**src/rtl/disk_status_pkg.sv**
```systemverilog
package disk_status_pkg;

	// ----------------------------------------
	// Register offsets (byte addresses)
	// ----------------------------------------
	localparam logic [7:0] off_state = 8'h00;
	localparam logic [7:0] off_cause = 8'h04;
	localparam logic [7:0] off_irq_status = 8'h08;
	localparam logic [7:0] off_irq_mask = 8'h0c;
	localparam logic [7:0] off_geometry = 8'h10;
	localparam logic [7:0] off_address = 8'h14;

	// ----------------------------------------
	// Controller state byte fields
	// ----------------------------------------
	localparam int st_busy_n = 7;
	localparam int st_drive_ready = 6;
	localparam int st_write_fault = 5;
	localparam int st_seek_settled = 4;
	localparam int st_transfer_req = 3;
	localparam int st_corrected = 2;
	localparam int st_index = 1;
	localparam int st_error = 0;

	// ----------------------------------------
	// Fault cause byte fields
	// ----------------------------------------
	localparam int fc_bad_block = 7;
	localparam int fc_uncorrectable = 6;
	localparam int fc_id_missing = 4;
	localparam int fc_aborted = 2;
	localparam int fc_recal_missing = 1;
	localparam logic [7:0] fc_used_mask = 8'hd6;

	// ----------------------------------------
	// Geometry limits
	// ----------------------------------------
	localparam logic [9:0] max_cylinder = 10'h324;
	localparam logic [1:0] max_head = 2'h3;
	localparam logic [4:0] first_sector = 5'h01;
	localparam logic [9:0] sector_bytes = 10'h200;

	// ----------------------------------------
	// Interrupt status bits
	// ----------------------------------------
	localparam int irq_done = 0;
	localparam int irq_error = 1;
	localparam int irq_addr_bad = 2;
	localparam int irq_bits = 3;

	localparam logic [7:0] reset_byte = 8'h00;

	typedef struct packed {
		logic drive_ready;
		logic write_fault;
		logic seek_settled;
		logic transfer_req;
		logic index_pulse;
	} drive_lines_t;

	typedef struct packed {
		logic corrected;
		logic bad_block;
		logic uncorrectable;
		logic id_missing;
		logic aborted;
		logic recal_missing;
	} fault_events_t;

	typedef struct packed {
		logic [9:0] cylinder;
		logic [1:0] head;
		logic [4:0] sector;
	} disk_addr_t;

	typedef enum logic [1:0] {
		st_idle = 2'b01,
		st_busy = 2'b10
	} ctrl_state_t;

endpackage : disk_status_pkg

```
**src/rtl/disk_ctrl_status_error_regs.sv**
```systemverilog
`timescale 1ns/100ps
// Contract
// - State bit 7 reads 0 while controller busy, 1 when ready.
// - State bit 6 reads 1 when drive ready, else 0.
// - State bit 5 set on drive write fault; stays set until the next command starts.
// - State bit 4 reads 1 once heads settled over a track.
// - State bit 3 reads 1 when drive ready to move data.
// - State bit 2 set when correctable error was corrected.
// - State bit 1 reads 1 while index mark is sensed.
// - State bit 0 set when previous command ended in error.
// - Cause bit 7 set on bad block mark during command.
// - Cause bit 6 set on uncorrectable data error.
// - Cause bit 4 set when sector ID field not found.
// - Cause bit 2 set on illegal command or drive status error.
// - Cause bit 1 set when recalibrate misses track 0, else cleared.
// - Cylinders 0..804, heads 0..3, sectors from 1, 512-byte sectors.
module disk_ctrl_status_error_regs
	import disk_status_pkg::*;
(
	// Clock and reset
	input wire logic pclk,
	input wire logic presetn,
	// APB slave
	input wire logic psel,
	input wire logic penable,
	input wire logic pwrite,
	input wire logic [7:0] paddr,
	input wire logic [31:0] pwdata,
	output logic [31:0] prdata,
	output logic pready,
	output logic pslverr,
	// Drive status pins
	input wire drive_lines_t drive_lines,
	// Command engine side
	input wire logic cmd_start,
	input wire logic cmd_done,
	input wire logic recal_cmd,
	input wire logic recal_track0_found,
	input wire disk_addr_t cmd_addr,
	input wire fault_events_t fault_events,
	// Interrupt
	output logic irq
);

	// ----------------------------------------
	// State
	// ----------------------------------------
	typedef struct packed {
		drive_lines_t s1;
		drive_lines_t s2;
		drive_lines_t s3;
		drive_lines_t lines;
		ctrl_state_t fsm;
		logic write_fault;
		logic corrected;
		logic error;
		logic [7:0] cause;
		logic [irq_bits-1:0] irq_status;
		logic [irq_bits-1:0] irq_mask;
		disk_addr_t addr;
		logic [31:0] rdata;
	} regs_t;

	regs_t r_q;
	regs_t r_d;

	// ----------------------------------------
	// Helpers
	// ----------------------------------------
	// Shared address decode
	function automatic logic addr_is(input logic [7:0] a, input logic [7:0] off);
		addr_is = (a == off);
	endfunction : addr_is

	// Address outside the geometry counts as an aborted command
	function automatic logic addr_ok(input disk_addr_t a);
		addr_ok = (a.cylinder <= max_cylinder) && (a.head <= max_head) &&
			(a.sector >= first_sector);
	endfunction : addr_ok

	// ----------------------------------------
	// Address map
	// ----------------------------------------
	// Six aligned words; anything else answers with a bus error
	function automatic logic is_mapped(input logic [7:0] a);
		is_mapped = 1'b0;
		if (addr_is(a, off_state) || addr_is(a, off_cause)) begin
			is_mapped = 1'b1;
		end
		if (addr_is(a, off_irq_status) || addr_is(a, off_irq_mask)) begin
			is_mapped = 1'b1;
		end
		if (addr_is(a, off_geometry) || addr_is(a, off_address)) begin
			is_mapped = 1'b1;
		end
	endfunction : is_mapped

	// ----------------------------------------
	// Pin filter
	// ----------------------------------------
	// Only a level seen in both late stages passes; one odd sample is dropped
	function automatic drive_lines_t settle(
		input drive_lines_t held,
		input drive_lines_t late,
		input drive_lines_t last
	);
		settle = held;
		if (late == last) begin
			settle = last;
		end
	endfunction : settle

	// ----------------------------------------
	// State byte packing
	// ----------------------------------------
	// Bit 7 is a ready flag: busy reads as zero, ready as one
	function automatic logic [7:0] state_pack(
		input ctrl_state_t fsm,
		input drive_lines_t lines,
		input logic write_fault,
		input logic corrected,
		input logic error
	);
		state_pack = reset_byte;
		state_pack[st_busy_n] = (fsm == st_idle);
		state_pack[st_drive_ready] = lines.drive_ready;
		state_pack[st_write_fault] = write_fault;
		state_pack[st_seek_settled] = lines.seek_settled;
		state_pack[st_transfer_req] = lines.transfer_req;
		state_pack[st_corrected] = corrected;
		state_pack[st_index] = lines.index_pulse;
		state_pack[st_error] = error;
	endfunction : state_pack

	// ----------------------------------------
	// Fault cause collection
	// ----------------------------------------
	// Set terms only; the caller ors them into the held byte
	function automatic logic [7:0] cause_events(
		input fault_events_t f,
		input logic write_fault
	);
		cause_events = reset_byte;
		if (f.bad_block) begin
			cause_events[fc_bad_block] = 1'b1;
		end
		if (f.uncorrectable) begin
			cause_events[fc_uncorrectable] = 1'b1;
		end
		if (f.id_missing) begin
			cause_events[fc_id_missing] = 1'b1;
		end
		// A write fault during a command is a drive status error
		if (f.aborted || write_fault) begin
			cause_events[fc_aborted] = 1'b1;
		end
		// Unused positions never leave this function set
		cause_events = cause_events & fc_used_mask;
	endfunction : cause_events

	// ----------------------------------------
	// Recalibrate outcome
	// ----------------------------------------
	// A miss beats a find in the same cycle; other commands leave the bit
	function automatic logic recal_bit(
		input logic held,
		input logic recal,
		input logic missing,
		input logic found
	);
		recal_bit = held;
		if (recal && missing) begin
			recal_bit = 1'b1;
		end else if (recal && found) begin
			recal_bit = 1'b0;
		end
	endfunction : recal_bit

	// ----------------------------------------
	// Interrupt status
	// ----------------------------------------
	// Write-one-to-clear; an event in the same cycle wins over the clear
	function automatic logic [irq_bits-1:0] irq_next(
		input logic [irq_bits-1:0] status,
		input logic clear_en,
		input logic [irq_bits-1:0] clear_bits,
		input logic [irq_bits-1:0] events
	);
		irq_next = status;
		if (clear_en) begin
			irq_next = status & ~clear_bits;
		end
		irq_next = irq_next | events;
	endfunction : irq_next

	// ----------------------------------------
	// Geometry word
	// ----------------------------------------
	function automatic logic [31:0] geometry_word();
		geometry_word = {sector_bytes, 3'h0, first_sector, max_head, 2'h0, max_cylinder};
	endfunction : geometry_word

	// ----------------------------------------
	// Read mux
	// ----------------------------------------
	// Unmapped words read zero; the bus error flags them separately
	function automatic logic [31:0] read_word(
		input logic [7:0] a,
		input logic [7:0] state,
		input logic [7:0] cause,
		input logic [irq_bits-1:0] status,
		input logic [irq_bits-1:0] mask,
		input disk_addr_t addr
	);
		read_word = '0;
		if (addr_is(a, off_state)) begin
			read_word[7:0] = state;
		end
		if (addr_is(a, off_cause)) begin
			read_word[7:0] = cause & fc_used_mask;
		end
		if (addr_is(a, off_irq_status)) begin
			read_word[irq_bits-1:0] = status;
		end
		if (addr_is(a, off_irq_mask)) begin
			read_word[irq_bits-1:0] = mask;
		end
		if (addr_is(a, off_geometry)) begin
			read_word = geometry_word();
		end
		if (addr_is(a, off_address)) begin
			read_word = {15'h0, addr};
		end
	endfunction : read_word

	// ----------------------------------------
	// Bus decode
	// ----------------------------------------
	logic wr_en;
	logic rd_en;
	logic mapped;
	logic [7:0] state_byte;
	logic [irq_bits-1:0] ev;

	assign wr_en = psel && penable && pwrite;
	assign rd_en = psel && !penable && !pwrite;
	assign mapped = is_mapped(paddr);

	// ----------------------------------------
	// State byte
	// ----------------------------------------
	always_comb begin
		state_byte = state_pack(r_q.fsm, r_q.lines, r_q.write_fault, r_q.corrected, r_q.error);
	end

	// ----------------------------------------
	// Next state
	// ----------------------------------------
	always_comb begin
		r_d = r_q;
		ev = '0;
		// Three-stage sampling; change taken once stages two and three agree
		r_d.s1 = drive_lines;
		r_d.s2 = r_q.s1;
		r_d.s3 = r_q.s2;
		r_d.lines = settle(r_q.lines, r_q.s2, r_q.s3);
		if (r_q.lines.write_fault) begin
			r_d.write_fault = 1'b1;
		end
		unique case (r_q.fsm)
			st_idle: begin
				if (cmd_start) begin
					r_d.fsm = st_busy;
					// Address kept so software reads what the command was given
					r_d.addr = cmd_addr;
					r_d.cause = reset_byte;
					r_d.error = 1'b0;
					r_d.corrected = 1'b0;
					r_d.write_fault = r_q.lines.write_fault;
					if (!addr_ok(cmd_addr)) begin
						r_d.cause[fc_aborted] = 1'b1;
						r_d.error = 1'b1;
						r_d.fsm = st_idle;
						ev[irq_addr_bad] = 1'b1;
						ev[irq_error] = 1'b1;
					end
				end
			end
			st_busy: begin
				if (fault_events.corrected) begin
					r_d.corrected = 1'b1;
				end
				// Cause bits accumulate over the whole command; bit 1 follows the recalibrate outcome
				r_d.cause = r_q.cause | cause_events(fault_events, r_q.lines.write_fault);
				r_d.cause[fc_recal_missing] = recal_bit(r_q.cause[fc_recal_missing], recal_cmd,
					fault_events.recal_missing, recal_track0_found);
				if (cmd_done) begin
					r_d.fsm = st_idle;
					r_d.error = |(r_d.cause & fc_used_mask);
					ev[irq_done] = 1'b1;
					ev[irq_error] = |(r_d.cause & fc_used_mask);
				end
			end
			default: begin
				r_d.fsm = st_idle;
			end
		endcase
		r_d.cause = r_d.cause & fc_used_mask;
		// Write-one-to-clear; a new event in the same cycle wins
		r_d.irq_status = irq_next(r_q.irq_status, wr_en && addr_is(paddr, off_irq_status),
			pwdata[irq_bits-1:0], ev);
		if (wr_en && addr_is(paddr, off_irq_mask)) begin
			r_d.irq_mask = pwdata[irq_bits-1:0];
		end
		// Read data captured in setup, held through access
		if (rd_en) begin
			r_d.rdata = read_word(paddr, state_byte, r_q.cause, r_q.irq_status, r_q.irq_mask,
				r_q.addr);
		end
	end

	// ----------------------------------------
	// Registers
	// ----------------------------------------
	always_ff @(posedge pclk or negedge presetn) begin
		if (!presetn) begin
			r_q <= '0;
			r_q.fsm <= st_idle;
		end else begin
			r_q <= r_d;
		end
	end

	// ----------------------------------------
	// Outputs
	// ----------------------------------------
	// Zero-wait slave; writes to read-only words are dropped quietly
	assign pready = 1'b1;
	assign pslverr = psel && penable && !mapped;
	assign prdata = r_q.rdata;
	assign irq = |(r_q.irq_status & r_q.irq_mask);

endmodule : disk_ctrl_status_error_regs

```
**config.mk**
```make
export PLATFORM = sky130hd
export DESIGN_NAME = disk_ctrl_status_error_regs
export DESIGN_NICKNAME = d
export VERILOG_FILES = /design/src/rtl/disk_status_pkg.sv /design/src/rtl/disk_ctrl_status_error_regs.sv
export SDC_FILE = /design/constraint.sdc
export NUM_CORES = 1
export LEC_CHECK = 0
export BUFFER_PORTS_ARGS = -buffer_cell sky130_fd_sc_hd__buf_2
export CAP_MARGIN = 15
export CORE_AREA = 2 2 85 87
export DETAILED_ROUTE_END_ITERATION = 8
export DIE_AREA = 0 0 87 89
export GPL_TIMING_DRIVEN = 0
export PLACE_DENSITY = 0.79
export SETUP_SLACK_MARGIN = 0.15
export SLEW_MARGIN = 20
export SYNTH_ARGS = -nofsm -noshare
export SYNTH_HDL_FRONTEND = slang
export SYNTH_SLANG_ARGS = --single-unit
```
**constraint.sdc**
```tcl
create_clock -name pclk -period 2.04 [get_ports pclk]
set_input_delay 0.102 -clock pclk [delete_from_list [all_inputs] [get_ports pclk]]
set_output_delay 0.102 -clock pclk [all_outputs]
set_load 0.02 [all_outputs]
```
==> flow_summary.toml <==
[critical_path]
cp_top_family = "flip-flops"
cp.required_ps = 2240
critPathBufInv = 2
cp.arrival_ps = 1980
path_cells = "inv_1 -> ha_1 -> clkbuf_1 -> or2_2 -> a31oi_1 -> a211oi_1"
slowest_delay_ps = 540
cp_max_fo = 10
path_class = "reg -> reg"
critPathCaptureType = "register"
start_kind = "register"
cp_slowest_cell = "dfstp_2"

[sta]
min_period_ps = 1790
clock.fmax_ghz = 0.560
rsz0062_at_grt = "false"
tightest_slew_ps = 626
period_share_pct = 87.5
maxSlewHeadroom_pct = 57.9
slew_violations = 0
finClkSkew_ps = 4.22
setup_viol = 0
final_hold_viol_count = 0
tns_ps = 0

[yosys]
yosys_warnings = 0
synth-edff-count = 0
syn_area_per_cell_um2 = 11.2
synth-main-ff-cell = "dfrtp_1"
synth_cell_types = 51
synth_sequential_area_ratio_pct = 53.1
yosys-top-cells-area = "dfrtp_1, mux2_2, buf_4, nand2_1, a21oi_1"
synth-seq-cells = 71
post-synth-top-area-cell = "dfrtp_1"
syn_inst = 298
synth_top_area_share_pct = 52.3
syn-cell-area_um2 = 3350
ys_async_sr_fraction_pct = 100

[drt]
routedWlPerCell_um = 15.2
final_antenna_net_count = 0
drc = 0
wl_um = 7260
route.vias.total = 2508
dr.pass1.iters = 4
drtIter0Drc = 147
viasPerCell = 5.24

[global_routing]
busiest_layer = "met2"
first_global_vias = 2458
grt_max_degree = 39
grt_pass1_wl_um = 11700
use_met3_pct = 3.51
grtUsageMet1_pct = 25.1
use_met2_pct = 33.9
grt_overflow_total = 0
grt_usage_pct = 20.0
antenna_found_initial = 0

[min_path]
hold_class = "in -> reg"

[power_and_ir_drop]
p_leak_nw = 1.99
finalPower_mw = 3.88
vdd_ir_drop_max_mv = 0.507
p_per_area_nw_per_um2 = 952

[clock_tree]
tritoncts = "built"
cts_max_path_buffers = 2
cts_htree_levels = 3
clock-sinks = 71
post_cts_buffers = 0
root_buffer = "clkbuf_8"
clk_latency_ps = 330
cts_made_buffers = 9
clk_pin_slew_ps = 70

[floorplan]
die_y_um = 89
core-area_um2 = 6720
die_w_um = 87
initial_core_util_pct = 49.9
io_pins = 112
rows = 30
die-area_um2 = 7740

[final_layout]
final_net_count = 474
final_cell_count_no_fill = 479
drive_above_1_share_pct = 38.8
synthToLayoutAreaGrowth_pct = 21.8
n_antenna_cell = 0

[placement]
dp_cells = 457
gp_congestion = 0.841
numPortBuffers = 65
hpwl_um = 5450

[job]
cap_violations = 0

[status]
status = "complete, no violations"
area by class of cell:
type | instances | area (um2)
Inverter | 7 | 26.3
Clock inverter | 1 | 5.00
Sequential cell | 71 | 1780
Tap cell | 80 | 100
Multi-Input combinational cell | 188 | 1290
Fill cell | 557 | 2640
Timing Repair Buffer | 73 | 418
Buffer | 45 | 305
Clock buffer | 14 | 153
path summary, 6_finish.rpt:
check                             startpoint         end  slack [ps]  depth (start not counted)
worst max-delay path                 r_q[66]     r_q[63]         250                          6
min in group asynchronous            presetn  prdata[12]         250                          2
max in group asynchronous            presetn     r_q[54]        1250                          3
worst max register to register       r_q[66]     r_q[63]         250                          6
worst min register to register       r_d[81]     r_d[76]         350                          0
worst min-delay path            cmd_addr[15]     r_q[47]          20                          2
cell usage after synthesis, types with 2 or more instances:
cell type,number
dfrtp_1,70
buf_4,34
mux2_2,26
nand2_1,26
nor2_1,20
a21oi_1,17
o31ai_1,10
o21ai_0,8
clkbuf_1,7
inv_1,6
nand3_1,5
nand4_1,5
buf_2,4
mux2i_1,4
a211oi_1,3
and2_1,3
xnor2_1,3
a22o_1,2
a22oi_1,2
a2bb2oi_1,2
conb_1,2
ha_1,2
nand2b_1,2
nor3_1,2
nor4_1,2
nor4_4,2
nor4b_1,2
o311ai_0,2
o41ai_1,2
xor2_1,2
power by group:
part / internal, mW / switching [mW] / total, mW
Clock: 0.468 / 0.467 / 0.935
Sequential: 1.73 / 0.199 / 1.93
Combinational: 0.512 / 0.505 / 1.02
logic make-up (layout without fill, tap and decap cells):
| kind of cell | count (synthesis) | in the layout | share of synthesized area [%] |
|---|---|---|---|
| fa+ha+maj | 2 | 2 | 0.747 |
| mux | 31 | 31 | 10.6 |
| buf+inv | 52 | 140 | 9.79 |
| xor+xnor | 5 | 5 | 1.31 |
| simple gates | 78 | 78 | 12.7 |
| flops | 71 | 71 | 53.1 |
| compound gates | 57 | 57 | 11.5 |
| other cells | 2 | 15 | 0.224 |
registers in the layout, summed over array words and instances, names as in the netlist:
signal	cells
r_q	43
prdata	18
r_d	10
metal layers:
| layer | vias up | routed length [um] |
|---|---|---|
| met3 | 12 | 448 |
| met5 | - | 0 |
| met2 | 95 | 3730 |
| li1 | 1202 | - |
| met4 | 0 | 104 |
| met1 | 1199 | 2980 |
cells in the final DEF (no fill, tap or decap), types with 3 or more instances in the layout:
master | Yosys | layout
clkbuf_1 | 7 | 8
clkbuf_8 | 0 | 10
nand3_1 | 5 | 5
xnor2_1 | 3 | 3
o21ai_0 | 8 | 8
clkbuf_2 | 0 | 3
a21oi_1 | 17 | 17
conb_1 | 2 | 15
a211oi_1 | 3 | 3
buf_4 | 34 | 35
nand2_1 | 26 | 25
mux2i_1 | 4 | 4
dlygate4sd3_1 | 0 | 7
and2_1 | 3 | 3
dfrtp_1 | 70 | 70
o31ai_1 | 10 | 10
nand4_1 | 5 | 5
nor2_1 | 20 | 20
mux2_2 | 26 | 26
buf_2 | 4 | 68
inv_1 | 6 | 6
what timing repair did:
action | in CTS | in global routing
hold endpoints to repair | 38 | 0
hold buffers | 7 | 0
gates resized for setup | 2 | 4
pin swaps | 0 | 0
setup endpoints to repair | 5 | 19
metrics by stage:
step           setup slack (ps)  cell area [um2]  hold slack, ps  utilization [%]
2_1_floorplan               398             3400            -194                -
3_3_place_gp                114             3820             209             56.9
3_5_place_dp               45.8             3850            76.9             57.2
4_1_cts                     173             4080           0.290             60.7
5_1_grt                     156             4080            11.8             60.7
6_report                    255             4080            15.1             60.7
Power figures use the tool's default switching activity.
